$ cat src/hdl/adcmx_pkg.sv
// constants for the converter frame sequencer
package adcmx_pkg;
  // register byte addresses
  localparam logic [15:0] ADDR_SEL10_COUNT = 16'h2100;
  localparam logic [15:0] ADDR_SEL0_SEL1 = 16'h2105;
  localparam logic [15:0] ADDR_CHOP = 16'h2106;
  localparam logic [15:0] ADDR_FILTER_DIFF = 16'h210C;
  localparam logic [15:0] ADDR_STATUS = 16'h2110;
  localparam logic [15:0] ADDR_FRAME_FIR_LO = 16'h2111;
  localparam logic [15:0] ADDR_FRAME_FIR_HI = 16'h2112;
  localparam logic [15:0] ADDR_CLOCK_CFG = 16'h2200;
  localparam logic [15:0] ADDR_PREAMP = 16'h2704;
  localparam logic [15:0] ADDR_REMOTE = 16'h2709;
  // number of slot-select bytes, 0x2100 up to 0x2105
  localparam int SEL_BYTES = 6;
  // field positions
  localparam int SLOT_COUNT_LSB = 4;
  localparam int CHOP_LSB = 2;
  localparam int FILTER_LEN_LSB = 1;
  localparam int DIFF_LSB = 4;
  localparam int PLL_FAST_BIT = 4;
  localparam int DIVIDER_BIT = 5;
  localparam int PREAMP_BIT = 5;
  localparam int REMOTE_LSB = 3;
  // reset value of every configuration byte
  localparam logic [7:0] CFG_RESET = 8'h00;
  // slot limits
  localparam logic [3:0] MAX_SLOTS = 4'hB;
  // slot duration factors
  localparam logic [4:0] BASE_SLOW = 5'h03;
  localparam logic [4:0] BASE_FAST = 5'h01;
  // filter clocks per slow clock
  localparam logic [7:0] FIR_PER_SLOW = 8'h30;
  localparam logic [7:0] FIR_PER_SLOW_FAST = 8'h66;
  // slow clock rate and system clock rate
  localparam int SLOW_CLOCK_HZ = 32768;
  localparam int SYS_CLOCK_HZ = 100000000;
  // chop modes
  localparam logic [1:0] CHOP_AUTO = 2'h0;
  localparam logic [1:0] CHOP_HIGH = 2'h1;
  localparam logic [1:0] CHOP_LOW = 2'h2;
  // frame controller states
  typedef enum logic [1:0] {ST_IDLE, ST_SLOT, ST_TAIL} adcmx_state_type;
endpackage : adcmx_pkg

$ cat src/hdl/adcmx_timing_if.sv
// timing fields and derived durations between sequencer parts
interface adcmx_timing_if;
  logic [1:0] filterLength;
  logic dividerBit;
  logic pllFast;
  logic [3:0] slotCount;
  logic [4:0] slotDuration;
  logic [2:0] tailDuration;
  logic [8:0] frameSlow;
  logic [15:0] frameFir;
  modport calc (
    input filterLength, dividerBit, pllFast, slotCount,
    output slotDuration, tailDuration, frameSlow, frameFir
  );
  modport user (
    output filterLength, dividerBit, pllFast, slotCount,
    input slotDuration, tailDuration, frameSlow, frameFir
  );
endinterface : adcmx_timing_if

$ cat src/hdl/adcmx_slow_tick.sv
// slow clock synchroniser and rising edge enable
module adcmx_slow_tick
  import adcmx_pkg::*;
(
  // clock and reset
  input wire logic clk_sys,
  input wire logic arst_n,
  // slow clock pin and enable
  input wire logic slowClock,
  output logic slowTick
);
  logic sync1_r;
  logic sync2_r;
  logic last_r;

  // two-stage synchroniser, then edge history
  always_ff @(posedge clk_sys or negedge arst_n)
  begin
    if (!arst_n)
    begin
      sync1_r <= 1'b0;
      sync2_r <= 1'b0;
      last_r <= 1'b0;
    end
    else
    begin
      sync1_r <= slowClock;
      sync2_r <= sync1_r;
      last_r <= sync2_r;
    end
  end

  // one enable per slow clock rising edge
  assign slowTick = sync2_r & ~last_r;
endmodule : adcmx_slow_tick

$ cat src/hdl/adcmx_timing.sv
// slot and frame durations from the clock fields
module adcmx_timing
  import adcmx_pkg::*;
(
  // fields in, durations out
  adcmx_timing_if.calc tim
);
  logic [4:0] base;
  logic [4:0] lenFactor;
  logic [4:0] divFactor;
  logic [9:0] slotProduct;
  logic [8:0] slotTotal;
  logic [7:0] firFactor;
  logic [16:0] firProduct;

  // overhead cycles per frame, also the slot base factor
  assign base = tim.pllFast ? BASE_FAST : BASE_SLOW;
  assign lenFactor = 5'({3'h0, tim.filterLength}) + 5'h01;
  assign divFactor = tim.dividerBit ? 5'h02 : 5'h01;
  // slot duration in slow clocks
  assign slotProduct = 10'(base * lenFactor * divFactor);
  assign tim.slotDuration = slotProduct[4:0];
  assign tim.tailDuration = base[2:0];
  // frame duration in slow clocks
  assign slotTotal = {4'h0, tim.slotDuration} * {5'h00, tim.slotCount};
  assign tim.frameSlow = slotTotal + 9'({4'h0, base});
  // frame duration in filter clocks
  assign firFactor = tim.pllFast ? (FIR_PER_SLOW + FIR_PER_SLOW_FAST) : FIR_PER_SLOW;
  assign firProduct = {8'h00, tim.frameSlow} * {9'h000, firFactor};
  assign tim.frameFir = firProduct[15:0];
endmodule : adcmx_timing

$ cat src/hdl/adcmx_frame_sequencer.sv
// converter multiplexer frame sequencer with its configuration bytes
// Overview of operation
// - controller timing counts cycles of the 32768 Hz slow clock
// - controller drives mux advance, filter start, reference chop and engine launch
// - chop enable, slot count, filter length and divider bit govern the controller
// - every multiplexer state begins on a slow clock rising edge
// - slot lasts (3-2*fast)*(length+1)*(divider+1) slow clocks
// - frame lasts (3-2*fast) plus slot duration times slot count
// - frame in filter clocks is slow frame length times (48+102*fast)
// - up to eleven slots per frame, number from the slot count field
// - each slot's 4-bit select picks input handle 0 to 10, bytes 0x2100-0x2105
// - remote current samples bypass the mux, taken in second half of frame
// - filler slots use a valid unused handle; still converted and stored
// - remote samples go straight to their engine RAM location
// - all configuration bytes reset and wake to zero and are read/write
module adcmx_frame_sequencer
  import adcmx_pkg::*;
(
  // clock and reset
  input wire logic clk_sys,
  input wire logic arst_n,
  // wake from battery mode clears the configuration
  input wire logic wakeClear,
  // slow clock from the clock generator
  input wire logic slowClock,
  // register port
  input wire logic [15:0] regAddr,
  input wire logic [7:0] regWriteData,
  input wire logic regWrite,
  input wire logic regRead,
  output logic [7:0] regReadData,
  // converter and filter controls
  output logic [3:0] slotInputSelect,
  output logic muxAdvance,
  output logic filterStart,
  output logic referenceSignalA,
  output logic engineStart,
  // remote sensor sampling
  output logic remoteSampleWindow,
  output logic [2:0] remoteSampleStrobe,
  // analog front end configuration
  output logic [3:0] differentialPairEnable,
  output logic [2:0] remoteSensorEnable,
  output logic preampEnable,
  output logic [1:0] filterLength,
  output logic dividerBit,
  output logic pllFast
);
  // configuration bytes
  logic [7:0] selByte_r [SEL_BYTES];
  logic [7:0] chop_r;
  logic [7:0] filterDiff_r;
  logic [7:0] clockCfg_r;
  logic [7:0] preamp_r;
  logic [7:0] remote_r;
  logic [7:0] readData_r;
  // frame controller state
  adcmx_state_type state_r;
  adcmx_state_type state_nxt;
  logic [3:0] slot_r;
  logic [3:0] slot_nxt;
  logic [4:0] slotCnt_r;
  logic [4:0] slotCnt_nxt;
  logic [8:0] frameCnt_r;
  logic [8:0] frameCnt_nxt;
  logic [3:0] select_r;
  logic chop_r_state;
  logic advance_r;
  logic start_r;
  logic engine_r;
  logic window_r;
  logic [2:0] remoteStrobe_r;
  // decoded and derived signals
  logic slowTick;
  logic [3:0] countRaw;
  logic [3:0] slotCount;
  logic [1:0] chopMode;
  logic frameBegin;
  logic slotEnd;
  logic lastSlot;
  logic tailEnd;
  logic halfPoint;
  logic [7:0] statusByte;
  logic [7:0] readMux;
  logic selHit;
  logic [2:0] selIndex;

  adcmx_timing_if tim ();

  // select field for a slot: slot 0 low nibble of 0x2105, slot 10 of 0x2100
  function automatic logic [3:0] slotSelect(input logic [3:0] slot,
                                            input logic [47:0] bytes);
    logic [2:0] idx;
    logic [7:0] b;
    idx = 3'(SEL_BYTES - 1) - slot[3:1];
    b = bytes[8*idx +: 8];
    return slot[0] ? b[7:4] : b[3:0];
  endfunction : slotSelect

  // byte index of a select address, valid only when hit
  function automatic logic [2:0] selOffset(input logic [15:0] addr);
    return addr[2:0];
  endfunction : selOffset

  // slow clock synchroniser
  adcmx_slow_tick tickGen (
    .clk_sys(clk_sys),
    .arst_n(arst_n),
    .slowClock(slowClock),
    .slowTick(slowTick)
  );

  // durations derived from the clock fields
  adcmx_timing timing (
    .tim(tim.calc)
  );

  // governing fields
  assign countRaw = selByte_r[0][SLOT_COUNT_LSB +: 4];
  assign slotCount = (countRaw > MAX_SLOTS) ? MAX_SLOTS : countRaw;
  assign chopMode = chop_r[CHOP_LSB +: 2];
  assign tim.filterLength = filterDiff_r[FILTER_LEN_LSB +: 2];
  assign tim.dividerBit = clockCfg_r[DIVIDER_BIT];
  assign tim.pllFast = clockCfg_r[PLL_FAST_BIT];
  assign tim.slotCount = slotCount;

  // register address decode
  assign selHit = (regAddr >= ADDR_SEL10_COUNT) && (regAddr <= ADDR_SEL0_SEL1);
  assign selIndex = selOffset(regAddr);

  // configuration writes, cleared on reset and on wake
  always_ff @(posedge clk_sys or negedge arst_n)
  begin
    if (!arst_n)
    begin
      for (int i = 0; i < SEL_BYTES; i++)
        selByte_r[i] <= CFG_RESET;
      chop_r <= CFG_RESET;
      filterDiff_r <= CFG_RESET;
      clockCfg_r <= CFG_RESET;
      preamp_r <= CFG_RESET;
      remote_r <= CFG_RESET;
    end
    else if (wakeClear)
    begin
      for (int i = 0; i < SEL_BYTES; i++)
        selByte_r[i] <= CFG_RESET;
      chop_r <= CFG_RESET;
      filterDiff_r <= CFG_RESET;
      clockCfg_r <= CFG_RESET;
      preamp_r <= CFG_RESET;
      remote_r <= CFG_RESET;
    end
    else if (regWrite)
    begin
      if (selHit)
        selByte_r[selIndex] <= regWriteData;
      if (regAddr == ADDR_CHOP)
        chop_r <= regWriteData;
      if (regAddr == ADDR_FILTER_DIFF)
        filterDiff_r <= regWriteData;
      if (regAddr == ADDR_CLOCK_CFG)
        clockCfg_r <= regWriteData;
      if (regAddr == ADDR_PREAMP)
        preamp_r <= regWriteData;
      if (regAddr == ADDR_REMOTE)
        remote_r <= regWriteData;
    end
  end

  // read selection; status and frame length are read-only
  assign statusByte = {(state_r != ST_IDLE), window_r, referenceSignalA, 1'b0, slot_r};
  assign readMux = selHit ? selByte_r[selIndex] :
                   (regAddr == ADDR_CHOP) ? chop_r :
                   (regAddr == ADDR_FILTER_DIFF) ? filterDiff_r :
                   (regAddr == ADDR_CLOCK_CFG) ? clockCfg_r :
                   (regAddr == ADDR_PREAMP) ? preamp_r :
                   (regAddr == ADDR_REMOTE) ? remote_r :
                   (regAddr == ADDR_STATUS) ? statusByte :
                   (regAddr == ADDR_FRAME_FIR_LO) ? tim.frameFir[7:0] :
                   (regAddr == ADDR_FRAME_FIR_HI) ? tim.frameFir[15:8] :
                   8'h00;

  // read data one cycle after the strobe
  always_ff @(posedge clk_sys or negedge arst_n)
  begin
    if (!arst_n)
      readData_r <= 8'h00;
    else if (regRead)
      readData_r <= readMux;
  end
  assign regReadData = readData_r;

  // frame controller events, all on slow clock edges
  assign frameBegin = slowTick && (slotCount != 4'h0) &&
                      ((state_r == ST_IDLE) || tailEnd);
  assign slotEnd = (slotCnt_r == tim.slotDuration - 5'h01);
  assign lastSlot = (slot_r >= slotCount - 4'h1);
  assign tailEnd = (state_r == ST_TAIL) &&
                   (slotCnt_r == 5'({2'h0, tim.tailDuration}) - 5'h01);
  assign halfPoint = (frameCnt_r == (tim.frameSlow >> 1));

  // next state of the frame controller
  always_comb
  begin
    state_nxt = state_r;
    slot_nxt = slot_r;
    slotCnt_nxt = slotCnt_r;
    frameCnt_nxt = frameCnt_r;
    if (slowTick)
    begin
      frameCnt_nxt = frameCnt_r + 9'h001;
      slotCnt_nxt = slotCnt_r + 5'h01;
      case (state_r)
        ST_IDLE:
        begin
          slotCnt_nxt = 5'h00;
          frameCnt_nxt = 9'h000;
        end
        ST_SLOT:
        begin
          if (slotCount == 4'h0)
          begin
            state_nxt = ST_IDLE;
            slot_nxt = 4'h0;
          end
          else if (slotEnd)
          begin
            slotCnt_nxt = 5'h00;
            if (lastSlot)
              state_nxt = ST_TAIL;
            else
              slot_nxt = slot_r + 4'h1;
          end
        end
        ST_TAIL:
        begin
          if (tailEnd)
          begin
            state_nxt = ST_IDLE;
            slot_nxt = 4'h0;
          end
        end
        default:
          state_nxt = ST_IDLE;
      endcase
      if (frameBegin)
      begin
        state_nxt = ST_SLOT;
        slot_nxt = 4'h0;
        slotCnt_nxt = 5'h00;
        frameCnt_nxt = 9'h001;
      end
    end
  end

  // frame controller registers
  always_ff @(posedge clk_sys or negedge arst_n)
  begin
    if (!arst_n)
    begin
      state_r <= ST_IDLE;
      slot_r <= 4'h0;
      slotCnt_r <= 5'h00;
      frameCnt_r <= 9'h000;
    end
    else
    begin
      state_r <= state_nxt;
      slot_r <= slot_nxt;
      slotCnt_r <= slotCnt_nxt;
      frameCnt_r <= frameCnt_nxt;
    end
  end

  // mux advance, filter start and engine launch pulses
  always_ff @(posedge clk_sys or negedge arst_n)
  begin
    if (!arst_n)
    begin
      advance_r <= 1'b0;
      start_r <= 1'b0;
      engine_r <= 1'b0;
      select_r <= 4'h0;
    end
    else
    begin
      advance_r <= frameBegin || (slowTick && state_r == ST_SLOT && slotEnd && !lastSlot
                   && slotCount != 4'h0);
      start_r <= frameBegin || (slowTick && state_r == ST_SLOT && slotEnd && !lastSlot
                 && slotCount != 4'h0);
      engine_r <= frameBegin;
      // filler slots are converted like any other handle
      select_r <= slotSelect(slot_nxt, {selByte_r[5], selByte_r[4], selByte_r[3],
                  selByte_r[2], selByte_r[1], selByte_r[0]});
    end
  end

  // reference chopping, toggled once per frame in auto mode
  always_ff @(posedge clk_sys or negedge arst_n)
  begin
    if (!arst_n)
      chop_r_state <= 1'b0;
    else if (chopMode == CHOP_HIGH)
      chop_r_state <= 1'b1;
    else if (chopMode == CHOP_LOW)
      chop_r_state <= 1'b0;
    else if (frameBegin)
      chop_r_state <= ~chop_r_state;
  end

  // remote sampling in second half of the frame, outside the mux
  always_ff @(posedge clk_sys or negedge arst_n)
  begin
    if (!arst_n)
    begin
      window_r <= 1'b0;
      remoteStrobe_r <= 3'h0;
    end
    else
    begin
      if (frameBegin || state_nxt == ST_IDLE)
        window_r <= 1'b0;
      else if (slowTick && halfPoint)
        window_r <= 1'b1;
      // one store request per enabled remote sensor
      remoteStrobe_r <= (slowTick && halfPoint && state_r != ST_IDLE) ?
                        remote_r[REMOTE_LSB +: 3] : 3'h0;
    end
  end

  // outputs
  assign slotInputSelect = select_r;
  assign muxAdvance = advance_r;
  assign filterStart = start_r;
  assign engineStart = engine_r;
  assign referenceSignalA = chop_r_state;
  assign remoteSampleWindow = window_r;
  assign remoteSampleStrobe = remoteStrobe_r;
  assign differentialPairEnable = filterDiff_r[DIFF_LSB +: 4];
  assign remoteSensorEnable = remote_r[REMOTE_LSB +: 3];
  assign preampEnable = preamp_r[PREAMP_BIT];
  assign filterLength = tim.filterLength;
  assign dividerBit = tim.dividerBit;
  assign pllFast = tim.pllFast;
endmodule : adcmx_frame_sequencer

$ cat config.mk
export PLATFORM = sky130hd
export DESIGN_NAME = adcmx_frame_sequencer
export DESIGN_NICKNAME = d
export VERILOG_FILES = /design/src/hdl/adcmx_pkg.sv /design/src/hdl/adcmx_timing_if.sv /design/src/hdl/adcmx_slow_tick.sv /design/src/hdl/adcmx_timing.sv /design/src/hdl/adcmx_frame_sequencer.sv
export SDC_FILE = /design/constraint.sdc
export NUM_CORES = 1
export LEC_CHECK = 0
export BUFFER_PORTS_ARGS = -buffer_cell sky130_fd_sc_hd__clkbuf_2
export CORE_AREA = 2 2 169 171
export CTS_CLUSTER_DIAMETER = 40
export DETAILED_ROUTE_END_ITERATION = 6
export DIE_AREA = 0 0 171 173
export PLACE_DENSITY = 0.54
export SLEW_MARGIN = 20
export SYNTH_ARGS = -nofsm -noshare
export SYNTH_HDL_FRONTEND = slang
export SYNTH_SLANG_ARGS = --single-unit
$ cat constraint.sdc
create_clock -name clk_sys -period 16.1 [get_ports clk_sys]
set_clock_uncertainty 0.15 [all_clocks]
set_input_delay 1.61 -clock clk_sys [delete_from_list [all_inputs] [get_ports clk_sys]]
set_output_delay 1.61 -clock clk_sys [all_outputs]
set_load 0.03 [all_outputs]
==> impl_metrics.xml, run 1 <==
<?xml version="1.0" encoding="UTF-8"?>
<metrics>
  <group name="detailed_routing">
    <metric name="drt-vias-per-instance" unit="">5.38</metric>
    <metric name="first_pass_iters" unit="">6</metric>
    <metric name="postRouteWirelength" unit="mm">29.3</metric>
    <metric name="routedWlPerCell" unit="um">19.3</metric>
    <metric name="routed_vias" unit="">8179</metric>
    <metric name="drcViolationCount" unit="">0</metric>
    <metric name="first_iter_violations" unit="">775</metric>
    <metric name="detail-route-antenna-nets" unit="">0</metric>
  </group>
  <group name="final_layout">
    <metric name="nFillCells" unit="">2810</metric>
    <metric name="syn_to_final_growth" unit="%">12.8</metric>
    <metric name="core_occupancy_in_the_finished_layout" unit="%">39.2</metric>
    <metric name="final-instance-count-excl-fill" unit="">1519</metric>
    <metric name="num_antenna_cells" unit="">0</metric>
    <metric name="share_of_post_route_cells_with_drive_strength_above_1" unit="%">11.9</metric>
    <metric name="fin_nets" unit="">1255</metric>
  </group>
  <group name="run">
    <metric name="max_cap_violations" unit="">0</metric>
  </group>
  <group name="worst_setup_path">
    <metric name="worstSetupEndpointType" unit="">flop</metric>
    <metric name="path_common_cell" unit="">sky130_fd_sc_hd__fa_1</metric>
    <metric name="worstSetupStartpointType" unit="">flop</metric>
    <metric name="r2r-start" unit="">clockCfg_r[4]$_DFFE_PN0P_</metric>
    <metric name="critPathRequiredTime" unit="ns">16.24</metric>
    <metric name="cp_slowest_cell" unit="">sky130_fd_sc_hd__dfrtp_1</metric>
    <metric name="worstPathMaxFanout" unit="">22</metric>
    <metric name="r2r_slack" unit="ns">6.25</metric>
    <metric name="setup.worst_path.class" unit="">reg -&gt; reg</metric>
    <metric name="worst-r2r-cell-count" unit="">35</metric>
    <metric name="worst-endpoint-arrival" unit="ns">10.00</metric>
    <metric name="slowest_delay" unit="ns">0.78</metric>
    <metric name="end_of_the_worst_register_to_register_path" unit="">regReadData[7]$_DFFE_PN0P_</metric>
  </group>
  <group name="logic_synthesis">
    <metric name="synthMostInstantiatedCell" unit="">sky130_fd_sc_hd__nand2_1</metric>
    <metric name="syn_area_per_cell" unit="sq um">8.74</metric>
    <metric name="synthesis.instances" unit="">1098</metric>
    <metric name="synth-seq-area-share" unit="%">33.9</metric>
    <metric name="synth.cells.most_frequent" unit="">sky130_fd_sc_hd__nand2_1, sky130_fd_sc_hd__dfrtp_1, sky130_fd_sc_hd__a21oi_1, sky130_fd_sc_hd__ha_1, sky130_fd_sc_hd__nor2_1</metric>
    <metric name="post_synth_num_cell_types" unit="">74</metric>
    <metric name="synth_top_cells_by_area" unit="">sky130_fd_sc_hd__dfrtp_1, sky130_fd_sc_hd__ha_1, sky130_fd_sc_hd__nand2_1, sky130_fd_sc_hd__a21oi_1, sky130_fd_sc_hd__fa_1</metric>
    <metric name="yosys_most_used_dff" unit="">sky130_fd_sc_hd__dfrtp_1</metric>
    <metric name="synth-edff-count" unit="">0</metric>
    <metric name="synth_top_area_share" unit="%">33.9</metric>
    <metric name="synth.cell_area" unit="sq um">9600</metric>
    <metric name="postSynth.asyncResetShare" unit="%">100</metric>
    <metric name="post-synth-top-area-cell" unit="">sky130_fd_sc_hd__dfrtp_1</metric>
    <metric name="synth-seq-cells" unit="">130</metric>
    <metric name="yosys_warnings" unit="">0</metric>
  </group>
  <group name="timing">
    <metric name="final.min_clock_period" unit="ns">9.85</metric>
    <metric name="rsz0062_at_grt" unit="">no</metric>
    <metric name="setup_violations" unit="">0</metric>
    <metric name="finalMaxSlewViolations" unit="">0</metric>
    <metric name="timing_hold_violations_final" unit="">0</metric>
    <metric name="worst_pin_slew" unit="ns">1.05</metric>
    <metric name="setup_total_negative_slack" unit="ns">0</metric>
    <metric name="timing.max_slew.rel_slack" unit="%">29.7</metric>
    <metric name="timing.final.crit_share" unit="%">61.2</metric>
    <metric name="fmax" unit="MHz">101</metric>
  </group>
  <group name="grt">
    <metric name="grt_antenna_before_repair" unit="">0</metric>
    <metric name="grt_start_max_net_pins" unit="">89</metric>
    <metric name="grt_first_pass_wirelength" unit="mm">47.1</metric>
    <metric name="gr-usage-all-layers" unit="%">20.7</metric>
    <metric name="grt.overflow.total" unit="">0</metric>
    <metric name="grt_pass1_vias" unit="">8307</metric>
  </group>
  <group name="clock_tree">
    <metric name="clock-sinks" unit="">130</metric>
    <metric name="cts.repair_timing.setup_buffer_count" unit="">0</metric>
    <metric name="worstSkewPairLatency" unit="ns">0.43</metric>
    <metric name="cts_tree" unit="">done</metric>
    <metric name="clock-root-buffer" unit="">sky130_fd_sc_hd__clkbuf_16</metric>
    <metric name="cts-resized-gates" unit="">0</metric>
    <metric name="clkSlewWorstSetupHoldPaths" unit="ns">0.07</metric>
    <metric name="htreeDepth" unit="">4</metric>
    <metric name="cts_hold_buf" unit="">0</metric>
    <metric name="tritoncts.num_buffers" unit="">17</metric>
    <metric name="clock_buffer_depth" unit="">2</metric>
  </group>
  <group name="floorplan">
    <metric name="rows" unit="">61</metric>
    <metric name="die_height" unit="um">173</metric>
    <metric name="die-width" unit="um">171</metric>
    <metric name="die_area" unit="sq um">29600</metric>
    <metric name="initial_core_utilization" unit="%">34.7</metric>
    <metric name="fp.coreArea" unit="sq um">27600</metric>
    <metric name="design.portCount" unit="">62</metric>
  </group>
  <group name="placed_design">
    <metric name="dp_hpwl" unit="mm">21.1</metric>
    <metric name="port_buffers" unit="">61</metric>
    <metric name="dpl_cells" unit="">1487</metric>
    <metric name="gp_congestion" unit="">0.877</metric>
  </group>
  <group name="power">
    <metric name="total_leakage_power" unit="nW">4.98</metric>
    <metric name="power.ir.vdd_worst" unit="uV">74.9</metric>
    <metric name="power.density_cell_area" unit="nW/um^2">76.5</metric>
  </group>
  <group name="min_path">
    <metric name="min-delay-start" unit="">tickGen.sync1_r$_DFF_PN0_</metric>
    <metric name="timing.hold.worst_endpoint" unit="">tickGen.sync2_r$_DFF_PN0_</metric>
    <metric name="hold_path_depth" unit="">0</metric>
    <metric name="timing.hold.worst.class" unit="">reg -&gt; reg</metric>
  </group>
  <group name="run_status">
    <metric name="outcome" unit="">finished, final reports clean</metric>
  </group>
</metrics>
how the worst max path moves through the flow:
| stage | from | to | slack (ns) | depth (start not counted) |
|---|---|---|---|---|
| finish | clockCfg_r[4]$_DFFE_PN0P_ | regReadData[7]$_DFFE_PN0P_ | 6.25 | 35 |
| global route | clockCfg_r[4]$_DFFE_PN0P_ | regReadData[7]$_DFFE_PN0P_ | 5.51 | 35 |
| CTS | clockCfg_r[4]$_DFFE_PN0P_ | regReadData[7]$_DFFE_PN0P_ | 6.30 | 35 |
| detailed placement | clockCfg_r[4]$_DFFE_PN0P_ | regReadData[7]$_DFFE_PN0P_ | 6.34 | 35 |
| global placement | clockCfg_r[4]$_DFFE_PN0P_ | regReadData[7]$_DFFE_PN0P_ | 6.57 | 35 |
| floorplan | clockCfg_r[4]$_DFFE_PN0P_ | regReadData[7]$_DFFE_PN0P_ | 6.90 | 37 |
per-stage QoR:
step                hold slack [ns]  worst slack, ns  power (mW)  instance area, sq um
CTS                           0.201             6.30       0.836                 10800
finish                        0.198             6.25       0.828                 10800
floorplan                     0.181             6.90       0.384                  9620
detailed placement            0.187             6.34       0.415                 10200
global route                  0.221             5.51       0.858                 10800
global placement              0.186             6.57       0.415                 10200
per-layer routing:
layer,global-route usage [%],wire [um],vias to the layer above
met5,0,0,-
met4,8.05,933,0
met3,3.64,1350,57
met2,32.6,13500,249
met1,28.1,13500,4007
li1,-,-,3866
sequential cells by signal (all words and copies together) (netlist names):
signal              count
frameCnt_r              9
slotCnt_r               5
remoteSampleWindow      1
remoteSampleStrobe      3
engineStart             1
slot_r                  4
selByte_r              44
clockCfg_r              8
filterDiff_r            8
tickGen.sync1_r         1
chop_r                  8
preamp_r                8
filterStart             1
tickGen.sync2_r         1
state_r                 2
remote_r                8
referenceSignalA        1
countRaw                4
regReadData             8
slotInputSelect         4
tickGen.last_r          1
logic make-up after synthesis:
group | after synthesis | synth area share (%)
and+or+nand+nor | 405 | 19.9
other | 2 | 0.0782
AOI/OAI and AO/OA | 234 | 15.0
muxes | 48 | 6.07
DFF | 130 | 33.9
xor gates and xnor gates | 47 | 4.52
buffers and inverters | 134 | 5.81
adders and majority gates | 98 | 14.6
layout make-up:
type / count / area, sq um / share of cell area, %
clock inverters: 15 / 196 / 1.81
multi-input cells: 840 / 5840 / 53.9
inverters: 68 / 255 / 2.36
flip-flops and latches: 130 / 3250 / 30.0
well taps: 378 / 473 / 4.37
clock buffers: 17 / 425 / 3.93
repair buffers: 71 / 387 / 3.57
power by group:
| group | switching, mW | total, mW | internal, mW |
|---|---|---|---|
| clock | 0.171 | 0.420 | 0.249 |
| combinational | 0.0547 | 0.0726 | 0.0179 |
| sequential | 0.00526 | 0.336 | 0.331 |
placed cells by master (no fill, tap or decap), types with 16 or more instances in the layout:
master and instances:
sky130_fd_sc_hd__fa_1 24, sky130_fd_sc_hd__and2_1 16, sky130_fd_sc_hd__a21oi_1 119, sky130_fd_sc_hd__inv_1 65, sky130_fd_sc_hd__nor2_1 66, sky130_fd_sc_hd__nand3_1 51
sky130_fd_sc_hd__nand2_1 170, sky130_fd_sc_hd__mux2i_1 38, sky130_fd_sc_hd__o21ai_0 27, sky130_fd_sc_hd__clkbuf_2 59, sky130_fd_sc_hd__clkbuf_16 17, sky130_fd_sc_hd__nor3_1 17
sky130_fd_sc_hd__ha_1 73, sky130_fd_sc_hd__nand2b_1 18, sky130_fd_sc_hd__xnor2_1 29, sky130_fd_sc_hd__dfrtp_1 130
worst max-delay path: cells and delay by family, from the launching register on:
family	cells	cell delay [ns]
simple gates	5	0.68
fa+ha+maj	10	4.26
buf+inv	5	0.34
compound gates	11	2.66
flops	1	0.78
xor+xnor	4	0.84
No activity file was read; power rests on OpenSTA's default activity.
==> run 2: changes to the inputs <==
--- a/config.mk
+++ b/config.mk
@@ -10,7 +10,7 @@
 export CTS_CLUSTER_DIAMETER = 40
 export DETAILED_ROUTE_END_ITERATION = 6
 export DIE_AREA = 0 0 171 173
-export PLACE_DENSITY = 0.54
+export PLACE_DENSITY = 0.56
 export SLEW_MARGIN = 20
 export SYNTH_ARGS = -nofsm -noshare
 export SYNTH_HDL_FRONTEND = slang
==> constraint.sdc (replaced) <==
create_clock -name clk_sys -period 8.7 [get_ports clk_sys]
set_clock_uncertainty 0.15 [all_clocks]
set_input_delay 0.87 -clock clk_sys [delete_from_list [all_inputs] [get_ports clk_sys]]
set_output_delay 0.87 -clock clk_sys [all_outputs]
set_load 0.03 [all_outputs]
==> run 2 against run 1 <==
  * Flip-flop and latch count is the same
  * Worst hold slack gained 0.0067 ns
  * Combinational power grew 89%
  * Non-clock buffer count grew 29
  * Via count grew 1.3%
  * Power grew 79%
  * Setup slack lost 5.9 ns
  * Die area is the same
  * First-iteration DRC count grew 0.65%
  * Routed wire length shrank 0.37%
==> impl_metrics.xml, run 2 (synthesized netlist as in run 1, its figures left out) <==
<?xml version="1.0" encoding="UTF-8"?>
<metrics>
  <group name="clock_tree">
    <metric name="worstSkewPairLatency" unit="ns">0.43</metric>
    <metric name="clkSlewWorstSetupHoldPaths" unit="ns">0.07</metric>
    <metric name="clock_buffer_depth" unit="">2</metric>
    <metric name="cts_tree" unit="">done</metric>
    <metric name="cts_hold_buf" unit="">0</metric>
    <metric name="clock-root-buffer" unit="">sky130_fd_sc_hd__clkbuf_16</metric>
    <metric name="clock-sinks" unit="">130</metric>
    <metric name="tritoncts.num_buffers" unit="">17</metric>
    <metric name="htreeDepth" unit="">4</metric>
  </group>
  <group name="final_layout">
    <metric name="largest_register" unit="">selByte_r</metric>
    <metric name="regs_by_ff_count" unit="">selByte_r: 44 flops, frameCnt_r: 9 flops</metric>
    <metric name="core_occupancy_in_the_finished_layout" unit="%">40.5</metric>
    <metric name="finish.instance_area" unit="sq um">11200</metric>
    <metric name="syn_to_final_growth" unit="%">16.6</metric>
    <metric name="num_antenna_cells" unit="">0</metric>
    <metric name="final-instance-count-excl-fill" unit="">1547</metric>
    <metric name="largest_reg_flops" unit="">44</metric>
    <metric name="fin_nets" unit="">1284</metric>
    <metric name="share_of_post_route_cells_with_drive_strength_above_1" unit="%">16.5</metric>
    <metric name="final_common_cell" unit="">sky130_fd_sc_hd__nand2_1</metric>
    <metric name="most-common-layout-cells" unit="">sky130_fd_sc_hd__nand2_1, sky130_fd_sc_hd__dfrtp_1, sky130_fd_sc_hd__a21oi_1</metric>
  </group>
  <group name="timing">
    <metric name="worst_pin_slew" unit="ns">1.05</metric>
    <metric name="setup_total_negative_slack" unit="ns">0</metric>
    <metric name="fin_worst_hold_slack" unit="ns">0.205</metric>
    <metric name="setup_ws" unit="ns">0.374</metric>
    <metric name="finalMaxSlewViolations" unit="">0</metric>
    <metric name="timing.final.crit_share" unit="%">95.7</metric>
    <metric name="fmax" unit="MHz">120</metric>
    <metric name="final.min_clock_period" unit="ns">8.33</metric>
    <metric name="setup_violations" unit="">0</metric>
    <metric name="timing.max_slew.rel_slack" unit="%">29.8</metric>
    <metric name="timing_hold_violations_final" unit="">0</metric>
  </group>
  <group name="detailed_routing">
    <metric name="first_iter_violations" unit="">780</metric>
    <metric name="drt-vias-per-instance" unit="">5.35</metric>
    <metric name="detail-route-antenna-nets" unit="">0</metric>
    <metric name="routed_vias" unit="">8283</metric>
    <metric name="first_pass_iters" unit="">6</metric>
    <metric name="drcViolationCount" unit="">0</metric>
    <metric name="postRouteWirelength" unit="mm">29.2</metric>
    <metric name="routedWlPerCell" unit="um">18.9</metric>
  </group>
  <group name="placed_design">
    <metric name="dp_hpwl" unit="mm">20.8</metric>
    <metric name="post_dp_cell_area" unit="sq um">10400</metric>
    <metric name="dpl_cells" unit="">1509</metric>
    <metric name="port_buffers" unit="">61</metric>
    <metric name="post-place-ws" unit="ns">-0.0805</metric>
    <metric name="gp_congestion" unit="">0.861</metric>
  </group>
  <group name="grt">
    <metric name="grt.overflow.total" unit="">0</metric>
    <metric name="gr-usage-all-layers" unit="%">20.0</metric>
    <metric name="grt_first_pass_wirelength" unit="mm">46.1</metric>
    <metric name="grt_pass1_vias" unit="">8220</metric>
    <metric name="grt_antenna_before_repair" unit="">0</metric>
    <metric name="grt_start_max_net_pins" unit="">89</metric>
  </group>
  <group name="floorplan">
    <metric name="die_area" unit="sq um">29600</metric>
    <metric name="design.portCount" unit="">62</metric>
    <metric name="rows" unit="">61</metric>
    <metric name="fp.coreArea" unit="sq um">27600</metric>
    <metric name="die_height" unit="um">173</metric>
    <metric name="initial_core_utilization" unit="%">34.7</metric>
    <metric name="die-width" unit="um">171</metric>
  </group>
  <group name="worst_setup_path">
    <metric name="worst-r2r-cell-count" unit="">35</metric>
    <metric name="crit_path_end" unit="">regReadData[7]$_DFFE_PN0P_</metric>
    <metric name="end_of_the_worst_register_to_register_path" unit="">regReadData[7]$_DFFE_PN0P_</metric>
    <metric name="worst-endpoint-arrival" unit="ns">8.46</metric>
    <metric name="critPathRequiredTime" unit="ns">8.83</metric>
    <metric name="cp_slowest_cell" unit="">sky130_fd_sc_hd__fa_1</metric>
    <metric name="setup.worst_path.class" unit="">reg -&gt; reg</metric>
    <metric name="worstSetupEndpointType" unit="">flop</metric>
    <metric name="slowest_delay" unit="ns">0.55</metric>
    <metric name="r2r_slack" unit="ns">0.37</metric>
    <metric name="worstPathMaxFanout" unit="">4</metric>
    <metric name="path_common_cell" unit="">sky130_fd_sc_hd__fa_1</metric>
    <metric name="worstSetupStartpointType" unit="">flop</metric>
    <metric name="timing.critical_path.from" unit="">filterDiff_r[2]$_DFFE_PN0P_</metric>
    <metric name="r2r-start" unit="">filterDiff_r[2]$_DFFE_PN0P_</metric>
  </group>
  <group name="power">
    <metric name="power.density_cell_area" unit="nW/um^2">132</metric>
    <metric name="total_leakage_power" unit="nW">5.12</metric>
    <metric name="power.ir.vdd_worst" unit="uV">117</metric>
    <metric name="total_design_power" unit="mW">1.48</metric>
  </group>
  <group name="run_status">
    <metric name="outcome" unit="">finished, final reports clean</metric>
  </group>
  <group name="min_path">
    <metric name="timing.hold.worst.class" unit="">reg -&gt; reg</metric>
  </group>
  <group name="run">
    <metric name="max_cap_violations" unit="">0</metric>
  </group>
</metrics>
run 2: area by class of cell:
| class | count | area [sq um] |
|---|---|---|
| Clock buffer | 17 | 425 |
| Clock inverter | 14 | 154 |
| Fill cell | 2821 | 16400 |
| Inverter | 68 | 255 |
| Multi-Input combinational cell | 840 | 6030 |
| Sequential cell | 130 | 3250 |
| Tap cell | 378 | 473 |
| Timing Repair Buffer | 100 | 604 |
run 2: worst min-delay path by stage:
stage	startpoint	endpoint	slack [ns]	cells past startpoint
after global routing	tickGen.sync1_r$_DFF_PN0_	tickGen.sync2_r$_DFF_PN0_	0.22	0
after global placement	tickGen.sync1_r$_DFF_PN0_	tickGen.sync2_r$_DFF_PN0_	0.19	0
final	tickGen.sync1_r$_DFF_PN0_	tickGen.sync2_r$_DFF_PN0_	0.20	0
after detailed placement	tickGen.sync1_r$_DFF_PN0_	tickGen.sync2_r$_DFF_PN0_	0.19	0
after floorplan	tickGen.sync1_r$_DFF_PN0_	tickGen.sync2_r$_DFF_PN0_	0.18	0
after CTS	tickGen.sync1_r$_DFF_PN0_	tickGen.sync2_r$_DFF_PN0_	0.21	0
run 2: power breakdown:
part | total (mW) | switching [mW] | internal, mW
Combinational | 0.137 | 0.102 | 0.0351
Sequential | 0.621 | 0.00906 | 0.612
Clock | 0.725 | 0.300 | 0.424
Total | 1.48 | 0.411 | 1.07
run 2: layer usage:
metal  track usage (%)  vias to the layer above  part of all wire, %
met5                 0                        -                    0
met4              6.18                        0                  2.7
met3              3.20                       53                  5.4
met2              31.1                      261                   46
met1              28.4                     4054                   46
li1                  -                     3915                    -
run 2: what timing repair did:
item                                    CTS  global route
endpoints found under the setup margin    1             4
setup buffers                             0             7
resized for setup                         1            31
pin swaps                                 1            38
run 2: worst max-delay path: cells and delay by family (launching register included):
kind	cells	cell delay, ns
buf+inv	5	0.26
xor+xnor	4	0.64
simple gates	4	0.34
compound gates	11	2.31
flops	1	0.41
fa+ha+maj	11	4.09
==> run 3: changes to the inputs <==
--- a/config.mk
+++ b/config.mk
@@ -6,11 +6,12 @@
 export NUM_CORES = 1
 export LEC_CHECK = 0
 export BUFFER_PORTS_ARGS = -buffer_cell sky130_fd_sc_hd__clkbuf_2
-export CORE_AREA = 2 2 169 171
+export CAP_MARGIN = 5
+export CORE_AREA = 2 2 152 191
 export CTS_CLUSTER_DIAMETER = 40
 export DETAILED_ROUTE_END_ITERATION = 6
-export DIE_AREA = 0 0 171 173
-export PLACE_DENSITY = 0.56
+export DIE_AREA = 0 0 154 193
+export PLACE_DENSITY_LB_ADDON = 0.08
 export SLEW_MARGIN = 20
 export SYNTH_ARGS = -nofsm -noshare
 export SYNTH_HDL_FRONTEND = slang
==> run 3 against run 2 <==
  * Fmax decreased by 0.73%
  * First-iteration DRC count decreased by 31%
  * Clock-buffer cell count increased by 3
  * Worst hold slack improved by 0.0017 ns
  * Non-clock buffer count decreased by 6
  * Clock power decreased by 3%
  * Utilization decreased by 1.1 points
  * Largest cell class unchanged
  * Flip-flop and latch count unchanged
  * Cell count decreased by 1.8%
  * Sequential share of layout area increased by 0.33 points
  * Sequential power about the same
  * Routed wire length increased by 7.7%
==> impl_metrics.xml, run 3 (synthesized netlist as in run 1, its figures left out) <==
<?xml version="1.0" encoding="UTF-8"?>
<metrics>
  <group name="timing">
    <metric name="worst_pin_slew" unit="ns">1.07</metric>
    <metric name="timing.max_slew.rel_slack" unit="%">28.7</metric>
    <metric name="rsz0062_at_grt" unit="">no</metric>
    <metric name="setup_violations" unit="">0</metric>
    <metric name="finalMaxSlewViolations" unit="">0</metric>
    <metric name="final.min_clock_period" unit="ns">8.39</metric>
    <metric name="fmax" unit="MHz">119</metric>
    <metric name="timing.final.crit_share" unit="%">96.4</metric>
    <metric name="timing_hold_violations_final" unit="">0</metric>
    <metric name="fin_worst_hold_slack" unit="ns">0.206</metric>
    <metric name="setup_total_negative_slack" unit="ns">0</metric>
  </group>
  <group name="final_layout">
    <metric name="regs_by_ff_count" unit="">selByte_r: 44 flops, frameCnt_r: 9 flops</metric>
    <metric name="share_of_post_route_cells_with_drive_strength_above_1" unit="%">15.6</metric>
    <metric name="largest_reg_flops" unit="">44</metric>
    <metric name="largest_register" unit="">selByte_r</metric>
    <metric name="syn_to_final_growth" unit="%">15.3</metric>
    <metric name="num_antenna_cells" unit="">0</metric>
    <metric name="final_common_cell" unit="">sky130_fd_sc_hd__nand2_1</metric>
    <metric name="fin_nets" unit="">1278</metric>
    <metric name="most-common-layout-cells" unit="">sky130_fd_sc_hd__nand2_1, sky130_fd_sc_hd__dfrtp_1, sky130_fd_sc_hd__a21oi_1</metric>
  </group>
  <group name="floorplan">
    <metric name="initial_core_utilization" unit="%">34.2</metric>
    <metric name="die-width" unit="um">154</metric>
    <metric name="design.portCount" unit="">62</metric>
    <metric name="rows" unit="">69</metric>
    <metric name="die_area" unit="sq um">29700</metric>
    <metric name="die_height" unit="um">193</metric>
    <metric name="fp.coreArea" unit="sq um">28100</metric>
  </group>
  <group name="detailed_routing">
    <metric name="routedWlPerCell" unit="um">20.7</metric>
    <metric name="drcViolationCount" unit="">0</metric>
    <metric name="drt-vias-per-instance" unit="">5.35</metric>
    <metric name="postRouteWirelength" unit="mm">31.4</metric>
    <metric name="first_pass_iters" unit="">5</metric>
    <metric name="detail-route-antenna-nets" unit="">0</metric>
    <metric name="first_iter_violations" unit="">538</metric>
    <metric name="routed_vias" unit="">8127</metric>
  </group>
  <group name="grt">
    <metric name="grt.overflow.total" unit="">0</metric>
    <metric name="gr-usage-all-layers" unit="%">22.0</metric>
    <metric name="grt_first_pass_wirelength" unit="mm">49.4</metric>
    <metric name="grt_antenna_before_repair" unit="">0</metric>
    <metric name="grt_pass1_vias" unit="">8293</metric>
    <metric name="grt_start_max_net_pins" unit="">89</metric>
  </group>
  <group name="clock_tree">
    <metric name="cts_hold_buf" unit="">0</metric>
    <metric name="clkSlewWorstSetupHoldPaths" unit="ns">0.06</metric>
    <metric name="clock-root-buffer" unit="">sky130_fd_sc_hd__clkbuf_16</metric>
    <metric name="clock-sinks" unit="">130</metric>
    <metric name="htreeDepth" unit="">4</metric>
    <metric name="cts_tree" unit="">done</metric>
    <metric name="worstSkewPairLatency" unit="ns">0.43</metric>
    <metric name="tritoncts.num_buffers" unit="">17</metric>
    <metric name="clock_buffer_depth" unit="">2</metric>
  </group>
  <group name="power">
    <metric name="power.density_cell_area" unit="nW/um^2">132</metric>
    <metric name="total_leakage_power" unit="nW">5.08</metric>
    <metric name="p_switching" unit="uW">406</metric>
    <metric name="comb_power_share" unit="%">9.2</metric>
    <metric name="power.internal" unit="mW">1.05</metric>
    <metric name="total_design_power" unit="mW">1.46</metric>
    <metric name="power.ir.vdd_worst" unit="uV">109</metric>
    <metric name="share_seq_of_total_power" unit="%">42.6</metric>
    <metric name="switching_share" unit="%">27.8</metric>
    <metric name="power.share.clock" unit="%">48.3</metric>
  </group>
  <group name="run_status">
    <metric name="outcome" unit="">finished, final reports clean</metric>
  </group>
  <group name="placed_design">
    <metric name="dp_hpwl" unit="mm">22.8</metric>
    <metric name="gp_congestion" unit="">0.826</metric>
    <metric name="port_buffers" unit="">61</metric>
  </group>
  <group name="worst_setup_path">
    <metric name="setup.worst_path.class" unit="">reg -&gt; reg</metric>
    <metric name="worstSetupStartpointType" unit="">flop</metric>
    <metric name="worstSetupEndpointType" unit="">flop</metric>
    <metric name="worstPathMaxFanout" unit="">3</metric>
    <metric name="critPathBufInv" unit="">4</metric>
    <metric name="critPathRequiredTime" unit="ns">8.90</metric>
    <metric name="slowest_delay" unit="ns">0.54</metric>
    <metric name="worst-endpoint-arrival" unit="ns">8.59</metric>
    <metric name="path_common_cell" unit="">sky130_fd_sc_hd__fa_1</metric>
    <metric name="cp_slowest_cell" unit="">sky130_fd_sc_hd__fa_1</metric>
    <metric name="critical_path_s_top_delay_family" unit="">adder cells</metric>
  </group>
  <group name="run">
    <metric name="max_cap_violations" unit="">0</metric>
  </group>
  <group name="min_path">
    <metric name="timing.hold.worst.class" unit="">reg -&gt; reg</metric>
  </group>
</metrics>
## run 3: changes by cell type in the layout (fill, tap and decap cells not counted), sizes merged
cell and delta:
clkinv +5, clkbuf +4, clkinvlp -1, bufinv -1
inv -5, buf -7
## run 3: repair_timing
action                                 in CTS  in global routing
pin swaps                                   1                 32
gates cloned                                0                  0
setup buffers                               0                  3
resized for setup                           1                 25
endpoints found under the hold margin       0                  0
setup endpoints to repair                   1                  3
## run 3: power by group through the flow
stage | clock network, mW | registers [mW] | logic (mW)
final | 0.705 | 0.622 | 0.134
after global routing | 0.748 | 0.622 | 0.152
after CTS | 0.722 | 0.622 | 0.135
after detailed placement | 0 | 0.633 | 0.135
after global placement | 0 | 0.633 | 0.135
after floorplan | 0 | 0.637 | 0.0736
## run 3: layout make-up
| cell class | count | area (sq um) |
|---|---|---|
| fill | 2883 | 17000 |
| multi-input combinational | 840 | 5990 |
| sequential | 130 | 3250 |
| timing repair buffer | 94 | 559 |
| clock buffer | 20 | 457 |
| tap | 355 | 444 |
| inverter | 68 | 255 |
| clock inverter | 12 | 110 |
## run 3: metrics by stage
stage          cells  worst slack [ns]  area (sq um)  util, %
3_5_place_dp    1484          -0.00883         10400     37.0
6_report        1519             0.312         11100     39.5
4_1_cts         1516            0.0163         10900     39.0
5_1_grt         1519           0.00203         11100     39.5
2_1_floorplan   1104            0.0299          9670        -
3_3_place_gp    1484            0.0463         10400     37.0
## run 3: path summary, 6_finish.rpt
check	slack (ns)	startpoint	end	depth (start not counted)
min in group asynchronous	0.30	arst_n	engineStart$_DFF_PN0_	1
hold / removal	0.21	tickGen.sync1_r$_DFF_PN0_	tickGen.sync2_r$_DFF_PN0_	0
max in group asynchronous	6.79	arst_n	clockCfg_r[4]$_DFFE_PN0P_	2
setup / recovery	0.31	filterDiff_r[2]$_DFFE_PN0P_	regReadData[7]$_DFFE_PN0P_	35
setup reg to reg	0.31	filterDiff_r[2]$_DFFE_PN0P_	regReadData[7]$_DFFE_PN0P_	35
hold reg to reg	0.21	tickGen.sync1_r$_DFF_PN0_	tickGen.sync2_r$_DFF_PN0_	0
## run 3: metal layers
metal	global-route usage [%]	wire length [um]	part of all wire (%)	vias up
li1	-	-	-	3907
met1	27.7	13600	43	4026
met2	39.6	16300	52	166
met3	3.06	1030	3.3	28
met4	6.22	592	1.9	0
met5	0	0	0	-
